--- src/common/mms_pkg.sv ---
// constants and types of the motor mode sequencer
package mms_pkg;
	localparam int unsigned CLK_HZ = 20_000_000;
	localparam int unsigned SLEEP_MIN_MS = 100;
	localparam int unsigned SLEEP_MIN_CYC = CLK_HZ / 1000 * SLEEP_MIN_MS;
	localparam int unsigned RESTART_MS = 1000;
	localparam int unsigned RESTART_CYC = CLK_HZ / 1000 * RESTART_MS;
	localparam int unsigned SEC_CYC = CLK_HZ;
	localparam int unsigned NVM_LOAD_CYC = 16;
	localparam int unsigned CFG14_QUAL_BIT = 7;
	localparam int unsigned CFG19_TIME_LSB = 5;
	localparam int unsigned CFG19_MODE_BIT = 4;
	localparam int unsigned CFG19_HOLD_BIT = 3;
	localparam logic [2:0] EVT_ERR = 3'h0;
	localparam logic [2:0] EVT_SLEEP = 3'h1;
	localparam logic [2:0] EVT_START = 3'h2;
	localparam logic [2:0] EVT_STOP = 3'h3;
	localparam logic [2:0] EVT_IDLE = 3'h4;
	localparam int unsigned NUM_EVT = 5;
	localparam logic [1:0] ADR_STAT = 2'h0;
	localparam logic [1:0] ADR_CLR = 2'h1;
	localparam logic [1:0] ADR_EN = 2'h2;
	localparam logic [1:0] ADR_MODE = 2'h3;
	typedef enum logic [2:0] {
		MMS_LOAD = 3'b000,
		MMS_BRAKE = 3'b001,
		MMS_HOLD = 3'b010,
		MMS_IDLE = 3'b011,
		MMS_RUN = 3'b100,
		MMS_ERROR = 3'b101,
		MMS_SLEEP = 3'b110
	} mms_state_e;
	typedef enum logic [1:0] {
		MMS_GATE_OFF = 2'b00,
		MMS_GATE_BRAKE = 2'b01,
		MMS_GATE_DRIVE = 2'b10
	} mms_gate_e;
endpackage

--- src/logic/mms_seq.sv ---
// operating-mode sequencer top
//
// The placing of the registers and the address-and-strobe port were decided locally.
module mms_seq import mms_pkg::*; #(
	parameter int unsigned SLEEP_CYC = SLEEP_MIN_CYC,
	parameter int unsigned RESTART_DLY = RESTART_CYC,
	parameter int unsigned SEC_CYCLES = SEC_CYC
) (
	input wire logic i_ref_clk,
	input wire logic i_rst,
	input wire logic i_sleep_request_pin,
	input wire logic [7:0] i_speed_cmd,
	input wire logic i_fault,
	input wire logic [7:0] i_nvm_reg14,
	input wire logic [7:0] i_nvm_reg19,
	input wire logic i_max_output_off_cfg,
	input wire logic i_never_halt_cfg,
	input wire logic i_speed_invert_cfg,
	input wire logic i_startup_done,
	input wire logic [1:0] i_reg_addr,
	input wire logic [7:0] i_reg_wdata,
	input wire logic i_reg_wr,
	input wire logic i_reg_rd,
	output logic [7:0] o_reg_rdata,
	output logic o_irq,
	output logic [2:0] o_mode,
	output logic [1:0] o_gate_state,
	output logic o_gate_hiz,
	output logic o_startup_go,
	output logic o_error_latched
);
	initial begin
		if (SLEEP_CYC < 1 || RESTART_DLY < 1 || SEC_CYCLES < 1) $error("mms_seq bad count");
	end
	mms_state_e state_ff, nxt_state;
	logic [7:0] cfg14_ff;
	logic [7:0] cfg19_ff;
	logic err_ff;
	logic [31:0] slp_cnt_ff;
	logic [NUM_EVT-1:0] stat_ff;
	logic [NUM_EVT-1:0] en_ff;
	logic [7:0] rdata_ff;
	logic tmr_load;
	logic [31:0] tmr_count;
	logic tmr_busy;
	logic tmr_done;
	logic [NUM_EVT-1:0] evt;
	wire spd_zero = (i_speed_cmd == 8'h00);
	wire qual = cfg14_ff[CFG14_QUAL_BIT];
	wire [2:0] brake_sec = cfg19_ff[CFG19_TIME_LSB +: 3];
	wire brake_short = cfg19_ff[CFG19_MODE_BIT];
	wire brake_hold = cfg19_ff[CFG19_HOLD_BIT] && (brake_sec != 3'h0);
	wire blocked = i_max_output_off_cfg || i_never_halt_cfg || i_speed_invert_cfg;
	wire cond_plain = !i_sleep_request_pin;
	wire cond_qual = !i_sleep_request_pin && spd_zero && !blocked;
	wire sleep_cond = qual ? cond_qual : cond_plain;
	wire in_sleep = (state_ff == MMS_SLEEP);
	wire sleep_req = sleep_cond && (slp_cnt_ff >= SLEEP_CYC - 1);
	// brake length in clocks from a seconds code
	function automatic logic [31:0] brake_cycles(input logic [2:0] sec);
		return 32'(32'(sec) * 32'(SEC_CYCLES));
	endfunction
	// timer is loaded in the same cycle as the config, so use the incoming NVM byte
	wire [31:0] brake_cyc = brake_cycles(i_nvm_reg19[CFG19_TIME_LSB +: 3]);
	always_ff @(posedge i_ref_clk) begin
		if (i_rst || !sleep_cond || in_sleep) begin
			slp_cnt_ff <= '0;
		end else if (slp_cnt_ff < SLEEP_CYC - 1) begin
			slp_cnt_ff <= slp_cnt_ff + 32'h1;
		end
	end
	mms_timer #(
		.WIDTH(32)
	) u_timer (
		.i_ref_clk(i_ref_clk),
		.i_rst(i_rst),
		.i_load(tmr_load),
		.i_count(tmr_count),
		.o_busy(tmr_busy),
		.o_done(tmr_done)
	);
	always_comb begin
		nxt_state = state_ff;
		tmr_load = 1'b0;
		tmr_count = '0;
		if (sleep_req && !in_sleep) begin
			nxt_state = MMS_SLEEP;
		end else begin
			unique case (state_ff)
				MMS_LOAD: begin
					tmr_load = 1'b1;
					tmr_count = brake_cyc;
					nxt_state = MMS_BRAKE;
				end
				MMS_BRAKE: begin
					if (!tmr_busy) begin
						nxt_state = brake_hold ? MMS_HOLD : MMS_IDLE;
					end
				end
				MMS_HOLD: begin
					if (!spd_zero) begin
						nxt_state = MMS_RUN;
					end
				end
				MMS_IDLE: begin
					if (!spd_zero) begin
						nxt_state = MMS_RUN;
					end
				end
				MMS_RUN: begin
					if (i_fault) begin
						tmr_load = 1'b1;
						tmr_count = 32'(RESTART_DLY);
						nxt_state = MMS_ERROR;
					end else if (spd_zero) begin
						nxt_state = MMS_IDLE;
					end
				end
				MMS_ERROR: begin
					if (spd_zero) begin
						nxt_state = MMS_IDLE;
					end else if (tmr_done) begin
						nxt_state = MMS_RUN;
					end
				end
				MMS_SLEEP: begin
					if (!sleep_cond) begin
						nxt_state = MMS_LOAD;
					end
				end
				default: nxt_state = MMS_LOAD;
			endcase
		end
	end
	always_ff @(posedge i_ref_clk) begin
		if (i_rst) begin
			state_ff <= MMS_SLEEP;
		end else begin
			state_ff <= nxt_state;
		end
	end
	always_ff @(posedge i_ref_clk) begin
		if (i_rst) begin
			cfg14_ff <= 8'h00;
			cfg19_ff <= 8'h00;
		end else if (state_ff == MMS_LOAD) begin
			cfg14_ff <= i_nvm_reg14;
			cfg19_ff <= i_nvm_reg19;
		end
	end
	always_ff @(posedge i_ref_clk) begin
		if (i_rst || in_sleep) begin
			err_ff <= 1'b0;
		end else if (state_ff == MMS_RUN && i_fault) begin
			err_ff <= 1'b1;
		end else if (state_ff == MMS_ERROR && nxt_state != MMS_ERROR) begin
			err_ff <= 1'b0;
		end
	end
	assign evt[EVT_ERR] = (state_ff == MMS_RUN) && i_fault;
	assign evt[EVT_SLEEP] = (nxt_state == MMS_SLEEP) && !in_sleep;
	assign evt[EVT_START] = (nxt_state == MMS_RUN) && (state_ff != MMS_RUN);
	assign evt[EVT_STOP] = (state_ff == MMS_RUN) && (nxt_state == MMS_IDLE);
	assign evt[EVT_IDLE] = (nxt_state == MMS_IDLE) && (state_ff != MMS_IDLE);
	wire wr_clr = i_reg_wr && (i_reg_addr == ADR_CLR);
	wire wr_en = i_reg_wr && (i_reg_addr == ADR_EN);
	wire [NUM_EVT-1:0] clr_bits = wr_clr ? i_reg_wdata[NUM_EVT-1:0] : '0;
	always_ff @(posedge i_ref_clk) begin
		if (i_rst) begin
			stat_ff <= '0;
			en_ff <= '0;
		end else begin
			stat_ff <= (stat_ff & ~clr_bits) | evt;
			if (wr_en) begin
				en_ff <= i_reg_wdata[NUM_EVT-1:0];
			end
		end
	end
	logic [7:0] rd_mux;
	always_comb begin
		rd_mux = 8'h00;
		unique case (i_reg_addr)
			ADR_STAT: rd_mux = 8'(stat_ff);
			ADR_EN: rd_mux = 8'(en_ff);
			ADR_MODE: rd_mux = {4'h0, err_ff, state_ff};
			ADR_CLR: rd_mux = 8'h00;
		endcase
	end
	always_ff @(posedge i_ref_clk) begin
		if (i_rst) begin
			rdata_ff <= 8'h00;
		end else begin
			rdata_ff <= i_reg_rd ? rd_mux : 8'h00;
		end
	end
	logic [1:0] gate;
	always_comb begin
		gate = MMS_GATE_OFF;
		if (state_ff == MMS_RUN) begin
			gate = MMS_GATE_DRIVE;
		end else if ((state_ff == MMS_BRAKE || state_ff == MMS_HOLD) && brake_short) begin
			gate = MMS_GATE_BRAKE;
		end
	end
	assign o_reg_rdata = rdata_ff;
	assign o_irq = |(stat_ff & en_ff);
	assign o_mode = state_ff;
	assign o_gate_state = gate;
	assign o_gate_hiz = (gate == MMS_GATE_OFF);
	assign o_startup_go = (state_ff == MMS_RUN) && !i_startup_done;
	assign o_error_latched = err_ff;
endmodule

--- src/logic/mms_timer.sv ---
// down counter with load and one-cycle done pulse
module mms_timer import mms_pkg::*; #(
	parameter int unsigned WIDTH = 32
) (
	input wire logic i_ref_clk,
	input wire logic i_rst,
	input wire logic i_load,
	input wire logic [WIDTH-1:0] i_count,
	output logic o_busy,
	output logic o_done
);
	initial begin
		if (WIDTH < 2) $error("mms_timer width too small");
	end
	logic [WIDTH-1:0] cnt_ff;
	logic busy_ff;
	wire last = busy_ff && (cnt_ff == {{(WIDTH-1){1'b0}}, 1'b1});
	always_ff @(posedge i_ref_clk) begin
		if (i_rst || i_load) begin
			cnt_ff <= i_rst ? '0 : i_count;
			busy_ff <= !i_rst && (i_count != '0);
		end else if (busy_ff) begin
			cnt_ff <= cnt_ff - 1'b1;
			busy_ff <= !last;
		end
	end
	assign o_busy = busy_ff;
	assign o_done = last;
endmodule
--- config.mk ---
export PLATFORM = sky130hd
export DESIGN_NAME = mms_seq
export DESIGN_NICKNAME = d
export VERILOG_FILES = /design/src/common/mms_pkg.sv /design/src/logic/mms_seq.sv /design/src/logic/mms_timer.sv
export SDC_FILE = /design/constraint.sdc
export NUM_CORES = 1
export LEC_CHECK = 0
export ABC_AREA = 1
export BUFFER_PORTS_ARGS = -buffer_cell sky130_fd_sc_hd__buf_4
export CAP_MARGIN = 20
export CORE_ASPECT_RATIO = 1.4
export CORE_UTILIZATION = 50
export DETAILED_ROUTE_END_ITERATION = 7
export GPL_TIMING_DRIVEN = 1
export PLACE_DENSITY = 0.76
export SYNTH_ARGS = -nofsm -noshare
export SYNTH_HDL_FRONTEND = slang
export SYNTH_HIERARCHICAL = 1
export SYNTH_SLANG_ARGS = --single-unit
export TNS_END_PERCENT = 100
--- constraint.sdc ---
create_clock -name i_ref_clk -period 7.7 [get_ports i_ref_clk]
set_clock_uncertainty 0.05 [all_clocks]
set_input_delay 1.54 -clock i_ref_clk [delete_from_list [all_inputs] [get_ports i_ref_clk]]
set_output_delay 1.54 -clock i_ref_clk [all_outputs]
set_load 0.02 [all_outputs]
## After elaboration in Yosys (flattened, before gate mapping)

Index checks and enable logic that the tools add are counted.
Widths: inputs -> output; s select.

| word-level totals | value |
|---|---|
| output and inout port bits | 17 |
| register bits | 103 |
| word-level logic and storage cells | 106 |
| input bits | 44 |

| cells by class | value |
|---|---|
| multiplexer cells | 28 |
| $mul | 1 |
| bitwise logic cells | 5 |
| reductions and logical operators | 42 |
| magnitude comparators | 2 |
| eq/ne operators | 16 |
| $add $sub $neg | 2 |

Operators by type and width:

| cell | number |
|---|---|
| $mux 32 | 2 |
| $mux 28 | 2 |
| $pmux 28 s2 | 1 |
| $add 32x1->32 const B | 1 |
| $eq 32x1->1 const B | 1 |
| $ge 32x21->1 const B | 1 |
| $lt 32x21->1 const B | 1 |
| $pmux 8 s4 | 1 |
| $reduce_bool 32->1 | 1 |
| $sub 32x1->32 const B | 1 |
| $mux 25 | 1 |
| $mux 3 | 8 |
| $mul 3x17->20 const B | 1 |
| $pmux 3 s6 | 1 |
| $logic_and 1x1->1 | 17 |
| $eq 3x3->1 const B | 5 |
| $and 5x5->5 | 2 |
| $eq 3x2->1 const B | 3 |
| $mux 1 | 9 |
| $logic_not 8->1 | 1 |
| $logic_not 1->1 | 7 |
| $logic_or 1x1->1 | 7 |
| $ne 3x3->1 const B | 2 |
| $mux 5 | 1 |
| other kinds (15) | 19 |

## Depth between registers and ports, before layout

Gate-level depths: netlist (run 1).

| logic depth | value |
|---|---|
| word-level depth | 12 |
| mapped depth | 19 |
| gate-level depth less buffers | 19 |

## By module

Netlist (run 1), hierarchy kept.

Modules (own cells, without submodules):

| module | cells each | area an instance (um^2) | seq. area each (um^2) | times used |
|---|---|---|---|---|
| mms_seq | 472 | 3280.6 | 1141.1 | 1 |
| mms_timer | 361 | 2469.9 | 980.9 | 1 |

## Worst setup path before layout (run 1)

No wires, ideal clock.

| timing path | value |
|---|---|
| path type | input-to-reg |
| start | input port i_speed_cmd[7] |
| end | register u_timer.cnt_ff[0], enable pin |
| arrival | 3.580 ns |
| setup time | 0.478 ns |
| cell stages on the path | 13 |
| data required time | 7.172 ns |
| path slack | 3.592 ns |
| buffers on the path | 1 |
| path through | nor2_1 -> nand2_1 -> nor2_2 -> nand2_1 -> nand2_1 -> nand2_2 -> nor2_4 -> nand2_4 -> o21ai_1 -> inv_2 -> nor2_1 -> buf_2 -> nand2_1 |

| between the ends | value |
|---|---|
| longest elaborated chain between the ends | 9 |

RTL lines:

| what | line | source |
|---|---|---|
| start, declared | mms_seq.sv:12 | `input wire logic [7:0] i_speed_cmd,` |
| $logic_not 8->1 | mms_seq.sv:48 | `wire spd_zero = (i_speed_cmd == 8'h00);` |
| $logic_and 1x1->1 (2 in a row) | mms_seq.sv:55 | `wire cond_qual = !i_sleep_request_pin && spd_zero && !blocked;` |
| $mux 1 | mms_seq.sv:56 | `wire sleep_cond = qual ? cond_qual : cond_plain;` |
| $logic_and 1x1->1 | mms_seq.sv:58 | `wire sleep_req = sleep_cond && (slp_cnt_ff >= SLEEP_CYC - 1);` |
| $logic_and 1x1->1 | mms_seq.sv:86 | `if (sleep_req && !in_sleep) begin` |
| $mux 1 | mms_seq.sv:86 |  |
| via tmr_load | mms_seq.sv:43 | `logic tmr_load;` |
| $logic_or 1x1->1 | mms_timer.sv:19 | `if (i_rst \|\| i_load) begin` |
| $reduce_bool 2->1 (no source line) | n/a |  |
| end signal, assigned | mms_timer.sv:20 | `cnt_ff <= i_rst ? '0 : i_count;` |
| end signal, assigned | mms_timer.sv:23 | `cnt_ff <= cnt_ff - 1'b1;` |
| end, declared | mms_timer.sv:15 | `logic [WIDTH-1:0] cnt_ff;` |

The timed path passes the listed nets, and every way through them passes these cells.
A chain may end at the register's enable or synchronous reset.

## Worst setup path after layout (run 1)

| timing path | value |
|---|---|
| start | input port i_speed_cmd[7] |
| end | register u_timer.cnt_ff[27], enable pin |

The elaborated chain is that of the path after synthesis.

==> impl_results.md, run 1 <==
- Outcome: complete, no violations
- FP Rows: 46
- Sequential share of the synthesized area: 36.90%
- Final setup viols: 0
- Die area: 0.01194 mm²
- RSZ-0062 raised after global routing: false
- Global-route wire length before repair: about 22 mm
- Non-filler cells, final: about 1.0k
- Crit-path leading delay family: simple AND/OR/NAND/NOR gates
- CTS tree: done
- Clock Latency Late Sink: around 0.34 ns
- Crit-path cells: buf_4, nor2_1, nand2_1, nor2_2, nand2_1, nand2_1, nand2_2, nor2_4, nand2_4, o21ai_1, inv_2, nor2_1, buf_4, nand2_1, buf_4
- Crit path arrival time: 3.92 ns
- Routed Antenna Nets: 0
- Placed Area: approximately 0.0063 mm²
- Post-Synth XOR/XNOR Area: roughly 2.1%
- Clock Power Share: a little over a quarter
- Port Buffer Count: 44
- Vias in the first global route: roughly 4.8k
- Core Util, Final: roughly three fifths
- Worst setup margin: 3.794 ns
- CP Launch Type: primary input
- Crit-path max cell delay: 0.34 ns
- Largest family of logic cells by synthesized area: simple AND/OR/NAND/NOR gates
- Simple-Gate Fraction of Synth Area: between 30% and 40%
- CTS H-tree lvls: 3
- Flop pwr share: between 40% and 50%
- Post-Place Cells: slightly above 1k
- Share of the synthesized area in the top cell type: about a fifth
- Max Cap Viol: 0
- NetSw: roughly 0.6 mW
- Main flop type after synthesis: dfxtp_1
- Adder-Cell Fraction of Synth Area: between 3 and 4%
- Drt via density: around 5.0
- Root Driver: clkbuf_16
- Post-DP HPWL: 9.935 mm
- Worst Path Required: 7.71 ns
- TritonCTS Buffers: 9
- Final min period: roughly 3.9 ns
- Crit Path Category: primary input to flop
- Vias: between 5k and 6k
- Synthesis-stage register bit count: 90
- Pin count of the biggest net entering global routing: 28
- Post-cts sizing count: 0
- Avg Inst Size Synth: 6.903 µm²
- PnR Total Power: about 1.6 mW
- Area growth, synth to finish: 13.84%
- Wirelength per Cell: ~12 µm
- Synth area leader: dfxtp_1
- Clock transition at the registers of the reported paths: 0.06 ns
- Tightest Pin Transition: ~0.84 ns
- Slew Viols, Final: 0
- DR iter-0 viols: ~250
- Worst hold path type: flop to flop
- Mux cell area share after synthesis: 0%
- Peak supply drop: around 0.15 mV
- Drt first pass iters: 5
- EDFF count, synth: 32
- Compound-Gate Fraction of Synth Area: a little under an eighth
- Slew HR: about 44%
- Combinational share of power: 31.2%
- Initial core utilization: 50.98%
- Yosys warnings: 6
- Initial antenna violation count: 0
- Cells after synthesis: 833
- Die H: 128.9 µm
- Internal Pwr Total: just under 1 mW
- Count of different cell masters after synthesis: between 40 and 50
- Final Instance Area: 0.006546 mm²
- Die X-Extent: approximately 90 µm
- Commonest non-fill, non-tap cell in the layout: nand2_1
- Nets@finish: roughly 960
- Worst slack at placement: between 3 and 4 ns
- Gpl congestion: 0.8815
- CTS max path bufs: 2
- Layout cells sized above 1: 13.84%
- Most used cell along the critical path: nand2_1
- Total gr overflow: 0
- Buffer count from post-CTS setup fixing: 0
- CORE AREA: between 0.01 and 0.015 mm²
- Commonest non-fill, non-tap cells in the layout: nand2_1, nor2_1, inv_1
- Post-synth ARST share: 0%
- Post-CTS Hold Buffers: 0
- Antenna diode count: 0
- CP Max Fanout: 27
- Number of remaining DRC errors: 0
- Crit path buffers/inverters: 4
- Pleak: roughly 2.8 nW
- Tcrit/Tclk final: between 50% and 60%
- I/O Pins: a little over 60
- Worst setup EP type: flop
- Area contributors post-synth: dfxtp_1, edfxtp_1, nand2_1
- Total Wirelength: 13.03 mm
- Total Routing Usage GR: a little under a quarter
- Clk sinks: 90
- Final Hold Vio Count: 0
- Synthesized cell area: roughly 0.0058 mm²
- PwrDens: approximately 240 mW/mm²
- Setup TNS: 0 ns
- Switching Share: between 30% and 40%
- Max Freq: about 260 MHz
- CP max stage cell: buf_4
- Worst Hold Margin: roughly 0.38 ns
==> tightest hold or removal path, cell delays in order, from the launching register on <==
cell,delay (ns)
dfxtp_1,0.31
inv_1,0.05
nor2_1,0.03
==> Yosys cell counts, types with 9 or more instances <==
| library cell | count |
|---|---|
| edfxtp_1 | 32 |
| nor2_1 | 133 |
| o21ai_1 | 19 |
| nand4_1 | 13 |
| dfxtp_1 | 58 |
| a21oi_1 | 43 |
| nor3_1 | 9 |
| nand3_1 | 61 |
| nand2_1 | 190 |
| inv_1 | 107 |
| nor2_2 | 10 |
| inv_2 | 13 |
| ha_1 | 13 |
| xor2_1 | 11 |
| o21ai_0 | 31 |
==> cells by family (layout without fill, tap and decap cells) <==
group	after synthesis	count (layout)
buffers and inverters	138	186
xor gates and xnor gates	14	14
adders and majority gates	14	14
AOI/OAI and AO/OA	120	120
DFF	90	90
other	1	23
and+or+nand+nor	456	456
==> sequential cells by signal, indices dropped and copies added, names as in the netlist <==
| register | cells |
|---|---|
| o_reg_rdata | 5 |
| u_timer/cnt_ff | 32 |
| o_error_latched | 1 |
| cfg14_ff | 1 |
| u_timer/o_busy | 1 |
| en_ff | 5 |
| stat_ff | 5 |
| slp_cnt_ff | 32 |
| o_mode | 3 |
| cfg19_ff | 5 |
==> cell type report <==
class	count	area [µm²]
clock buffers	9	225.2
clock inverters	7	53.80
fillers	1135	4735
inverters	124	471.7
multi-input cells	627	3148
flip-flops and latches	90	2122
well taps	144	180.2
repair buffers	46	345.3
==> power groups by stage <==
stage	combinational, mW	clock, mW	sequential [mW]
after floorplan	0.367	0	0.655
after global placement	0.474	0	0.668
after detailed placement	0.479	0	0.670
after CTS	0.485	0.418	0.660
after global routing	0.546	0.437	0.670
final	0.486	0.410	0.660
==> routing by layer <==
layer / share of wire, % / up-vias / global-route usage [%]
met4: 2.1 / 0 / 8.326
met3: 3.2 / 25 / 2.896
met1: 42 / 2365 / 26.19
met5: 0 / - / 0
met2: 53 / 101 / 41.83
li1: - / 2785 / -
==> final timing paths <==
path                        endpoint  slack (ns)  depth (start not counted)      startpoint
setup / recovery  u_timer/cnt_ff[27]        3.79                         15  i_speed_cmd[7]
hold / removal        slp_cnt_ff[29]        0.38                          2  slp_cnt_ff[29]
setup reg to reg  u_timer/cnt_ff[27]        4.55                         16   slp_cnt_ff[0]
hold reg to reg       slp_cnt_ff[29]        0.38                          2  slp_cnt_ff[29]
Power figures use the tool's default switching activity.
==> run 2, diff against run 1 <==
Settings changed: PLACE_DENSITY 0.76 to 0.78.
Clock period 7.7 ns to 3.5 ns, I/O delays scaled along.
==> run 2 against run 1 <==
Routed wire length is 2.6% higher; first-iteration DRC count is 3.6% lower; clock power up 130%; die area did not move; critical endpoint is now u_timer/cnt_ff[16]; largest power group unchanged.
==> impl_results.md, run 2 (same netlist as run 1, synthesis figures left out) <==
- Placed Area: 0.006315 mm²
- Crit Path Category: flop to flop
- Final setup viols: 0
- Clk sinks: 90
- CP max stage cell: dfxtp_1
- Tcrit/Tclk final: 82.21%
- Worst Path Required: between 3 and 4 ns
- Max Cap Viol: 0
- Die X-Extent: about 93 µm
- Crit-path max cell delay: about 0.35 ns
- Non-filler cells, final: ~1.1k
- FF-to-FF End: u_timer/cnt_ff[16]
- Reg2reg setup slack: 0.62 ns
- Layout cells sized above 1: ~14%
- Wirelength per Cell: roughly 13 µm
- Global-route wire length before repair: 22.36 mm
- Die H: 128.9 µm
- Final min period: around 2.9 ns
- Total gr overflow: 0
- Total Wirelength: about 13 mm
- Area growth, synth to finish: 14.88%
- Most used cell along the critical path: nand2_1
- Initial core utilization: 50.98%
- Outcome: complete, no violations
- TritonCTS Buffers: 9
- Top Registers: slp_cnt_ff (32), u_timer/cnt_ff (32)
- CTS tree: done
- Routed Antenna Nets: 0
- CORE AREA: around 0.011 mm²
- Drt first pass iters: 5
- Root Driver: clkbuf_16
- CTS max path bufs: 2
- DR iter-0 viols: 240
- Vias: 5338
- CTS H-tree lvls: 3
- Worst R2R Start: slp_cnt_ff[0]
- WHS Path Cells: 2
- Worst setup EP type: flop
- CP Launch Type: flop
- Peak supply drop: 0.3366 mV
- PwrDens: 530.3 mW/mm²
- Pin count of the biggest net entering global routing: 27
- Commonest non-fill, non-tap cells in the layout: nand2_1, nor2_1, inv_1
- Tightest Pin Transition: approximately 0.67 ns
- Number of remaining DRC errors: 0
- Slew Viols, Final: 0
- # fillers: about 1.1k
- Post-Place Cells: 1034
- Drt via density: approximately 5.1
- Max Freq: between 300 and 400 MHz
- Clock Latency Late Sink: between 0.3 and 0.4 ns
- I/O Pins: just over 60
- Die area: 0.01194 mm²
- Crit-path cells: ha_1, nand3_1, inv_2, nand2_1, nand2_1, nand2_1, nand2_1, nand2_1, nand2_4, nand2_4, o21ai_1, inv_2, nor2_1, buf_12, inv_1, a21oi_1, o21ai_1, o21ai_1
- Buffer count from post-CTS setup fixing: 0
- FP Rows: 46
- Post-CTS Hold Buffers: 0
- Worst hold path type: flop to flop
- RSZ-0062 raised after global routing: false
- Port Buffer Count: 44
- Antenna diode count: 0
- CP Max Fanout: 26
- Final Instance Area: about 0.0066 mm²
- Hold EP: slp_cnt_ff[28]
- Pleak: about 2.8 nW
- Post-cts sizing count: 0
- Total Routing Usage GR: 23.45%
- Initial antenna violation count: 0
- Final Hold Vio Count: 0
- Setup TNS: 0 ns
- Commonest non-fill, non-tap cell in the layout: nand2_1
- R2R depth: 18
- Slew HR: 55.13%
- Nets@finish: between 900 and 1k
- Clock transition at the registers of the reported paths: ~0.07 ns
- Post-DP HPWL: roughly 10 mm
- Vias in the first global route: approximately 5k
- Hold path startpoint: slp_cnt_ff[28]
- Gpl congestion: a little over 0.9
- Crit path arrival time: slightly above 3 ns
-- run 2: critical path, delay by kind of cell (launching register included) --
kind | cells | cell delay, ns
flops | 1 | 0.35
simple gates | 9 | 1.05
fa+ha+maj | 1 | 0.23
compound gates | 4 | 0.44
buf+inv | 4 | 0.59
-- run 2: worst max path at each step --
stage / from / end / slack [ns] / depth (start not counted)
2_1_floorplan: i_speed_cmd[7] / u_timer/cnt_ff[0] / 0.23 / 13
3_3_place_gp: i_speed_cmd[7] / u_timer/cnt_ff[7] / 0.41 / 14
3_5_place_dp: i_nvm_reg19[6] / u_timer/o_busy / 0.37 / 15
4_1_cts: slp_cnt_ff[0] / u_timer/cnt_ff[16] / 0.63 / 18
5_1_grt: slp_cnt_ff[0] / u_timer/cnt_ff[16] / 0.32 / 18
6_report: slp_cnt_ff[0] / u_timer/cnt_ff[16] / 0.62 / 18
-- run 2: per-stage QoR --
stage | total power, mW | utilization [%] | worst slack, ns | hold slack, ns
finish | 3.504 | 58.56 | 0.6226 | 0.3797
global route | 3.724 | 58.56 | 0.3241 | 0.3873
detailed placement | 2.552 | 55.98 | 0.3732 | 0.3683
CTS | 3.516 | 58.56 | 0.6335 | 0.3787
global placement | 2.535 | 55.98 | 0.4127 | 0.3646
floorplan | 2.250 | - | 0.2323 | 0.3584
-- run 2: layout make-up --
class / count / area (µm²) / area share [%]
Tap cell: 144 / 180.2 / 2.727
Sequential cell: 90 / 2122 / 32.12
Inverter: 124 / 471.7 / 7.140
Clock inverter: 7 / 66.31 / 1.004
Timing Repair Buffer: 49 / 392.9 / 5.947
Multi-Input combinational cell: 627 / 3148 / 47.65
Clock buffer: 9 / 225.2 / 3.409
-- run 2: where the power goes --
group / switching [mW] / leakage [nW] / total (mW) / internal, mW
clock network: 0.409 / 0.148 / 0.961 / 0.552
registers: 0.164 / 0.811 / 1.46 / 1.29
logic: 0.711 / 1.87 / 1.09 / 0.375
total: 1.28 / 2.83 / 3.50 / 2.22
-- run 2: routing by layer --
metal  track usage (%)  routed length (µm)
met1             25.69                5521
met2             44.88                6991
met3             3.191                 480
met4             9.593                 371
met5                 0                   0
==> run 3, diff against run 2 <==
Settings changed: PLACE_DENSITY 0.78 to 0.76.
Clock period 3.5 ns to 2.8 ns, I/O delays scaled along.
==> run 3 against run 2 <==
Worst hold slack got worse by 0.0041 ns; sequential share of layout area decreased by 0.65 points; critical endpoint is now u_timer/o_busy; core utilization grew 1.2 points; clock power grew 28%; sequential power increased by 25%; first-iteration DRC count is 8.8% higher; power is 26% higher; final area increased by 2.1%; non-clock buffer count up 18.
==> impl_results.md, run 3 (same netlist as run 1, synthesis figures left out) <==
- Outcome: complete, no violations
- Final min period: between 2 and 3 ns
- PwrDens: between 600 and 700 mW/mm²
- Worst slack at placement: -0.09668 ns
- Core Util, Final: around 60%
- Worst hold path type: flop to flop
- Top Registers: slp_cnt_ff (32), u_timer/cnt_ff (32)
- Area growth, synth to finish: 17.25%
- Hold path startpoint: slp_cnt_ff[29]
- Clock transition at the registers of the reported paths: 0.06 ns
- Global-route wire length before repair: roughly 23 mm
- Peak supply drop: between 0.3 and 0.4 mV
- Commonest non-fill, non-tap cell in the layout: nand2_1
- Tightest Pin Transition: approximately 0.49 ns
- Tcrit/Tclk final: between 90% and 100%
- Reg2reg setup slack: ~0.30 ns
- Root Driver: clkbuf_16
- Critical path launch point: i_nvm_reg19[6]
- Register Area: approximately 0.0021 mm²
- Final Hold Vio Count: 0
- CTS max path bufs: 2
- Pin count of the biggest net entering global routing: 33
- Post-DP HPWL: just over 10 mm
- Initial core utilization: 50.98%
- Crit path buffers/inverters: 4
- Clock Latency Late Sink: between 0.3 and 0.4 ns
- Total gr overflow: 0
- Crit Path Category: primary input to flop
- Vias in the first global route: a little over 5k
- Pleak: about 2.9 nW
- Clk sinks: 90
- Die H: 128.9 µm
- Total Wirelength: between 10 and 15 mm
- Crit path arrival time: around 2.7 ns
- Worst R2R Start: slp_cnt_ff[0]
- TritonCTS Buffers: 9
- CTS tree: done
- Crit-path leading delay family: adder cells
- Slew HR: about 67%
- Crit-path max cell delay: around 0.37 ns
- Total Routing Usage GR: a little under a quarter
- Die area: approximately 0.012 mm²
- Commonest non-fill, non-tap cells in the layout: nand2_1, nor2_1, inv_1
- Max Cap Viol: 0
- CP max stage cell: fa_1
- Wirelength per Cell: 12.64 µm
- Post-Place Cells: 1052
- CTS H-tree lvls: 3
- Max Freq: 393.1 MHz
- CP Launch Type: primary input
- Nets@finish: a little under 1k
- # fillers: 1093
- Initial antenna violation count: 0
- Die X-Extent: around 90 µm
- Crit-path cells: buf_4, ha_1, ha_1, inv_1, fa_1, o21ai_0, buf_4, xor2_1, nor2_1, inv_1, nand4_1, nor2_1, nand2_1, o21ai_0, nand2_1
- Setup TNS: 0 ns
- Final setup viols: 0
- R2R depth: 14
- Hold EP: slp_cnt_ff[29]
- Drt first pass iters: 5
- DR iter-0 viols: around 260
- Worst setup EP type: flop
- I/O Pins: between 60 and 70
- Gpl congestion: about 0.95
- Worst Path Required: 2.99 ns
- Slew Viols, Final: 0
- CP Max Fanout: 4
- FF-to-FF End: u_timer/cnt_ff[6]
- PnR Total Power: 4.423 mW
- Routed Antenna Nets: 0
- Port Buffer Count: 44
- Non-filler cells, final: ~1.1k
- RSZ-0062 raised after global routing: false
- Worst setup margin: 0.2559 ns
- Layout cells sized above 1: 16.34%
- CORE AREA: between 0.01 and 0.015 mm²
- FP Rows: between 40 and 50
- Number of remaining DRC errors: 0
- Antenna diode count: 0
- WHS Path Cells: 2
- Drt via density: just over 5
- Vias: about 5.4k
- Footprint of the multi-input gates: roughly 0.0032 mm²
## run 3: power breakdown
part	total (mW)	leakage (nW)	switching, mW	internal (mW)
Combinational	1.37	1.95	0.899	0.473
Clock	1.23	0.151	0.532	0.700
Sequential	1.82	0.811	0.204	1.62
## run 3: routing by layer
metal	track usage [%]	wire length, µm	up-vias
met5	0	0	-
met4	12.76	595	0
met3	3.428	469	43
met2	43.22	6887	130
met1	26.63	5543	2427
li1	-	-	2839
## run 3: what timing repair did
item,CTS,global route
setup endpoints to repair,0,2
hold buffers,0,0
resized for setup,0,2
setup buffers,0,0
## run 3: worst max-delay path by stage
stage	slack [ns]	cells past startpoint	endpoint
after global placement	-0.07	15	u_timer/o_busy
after global routing	0.01	15	u_timer/o_busy
after floorplan	0.17	13	u_timer/cnt_ff[0]
after CTS	0.26	18	u_timer/o_busy
after detailed placement	-0.1	15	u_timer/o_busy
final	0.26	15	u_timer/o_busy
## run 3: area by class of cell
type,count,share of cell area (%)
clock inverter,7,1.113
inverter,124,6.996
tap,144,2.672
multi-input combinational,627,46.95
clock buffer,9,3.340
sequential,90,31.47
timing repair buffer,67,7.460
## run 3: metrics by stage
step	cell area, µm²	hold slack [ns]
2_1_floorplan	5841	0.3584
3_3_place_gp	6435	0.3663
3_5_place_dp	6435	0.3673
4_1_cts	6735	0.3775
5_1_grt	6743	0.3962
6_report	6743	0.3756
## run 3: worst min-delay path: stages (launching register included)
cell	delay, ns
dfxtp_1	0.31
inv_1	0.04
nor2_1	0.03
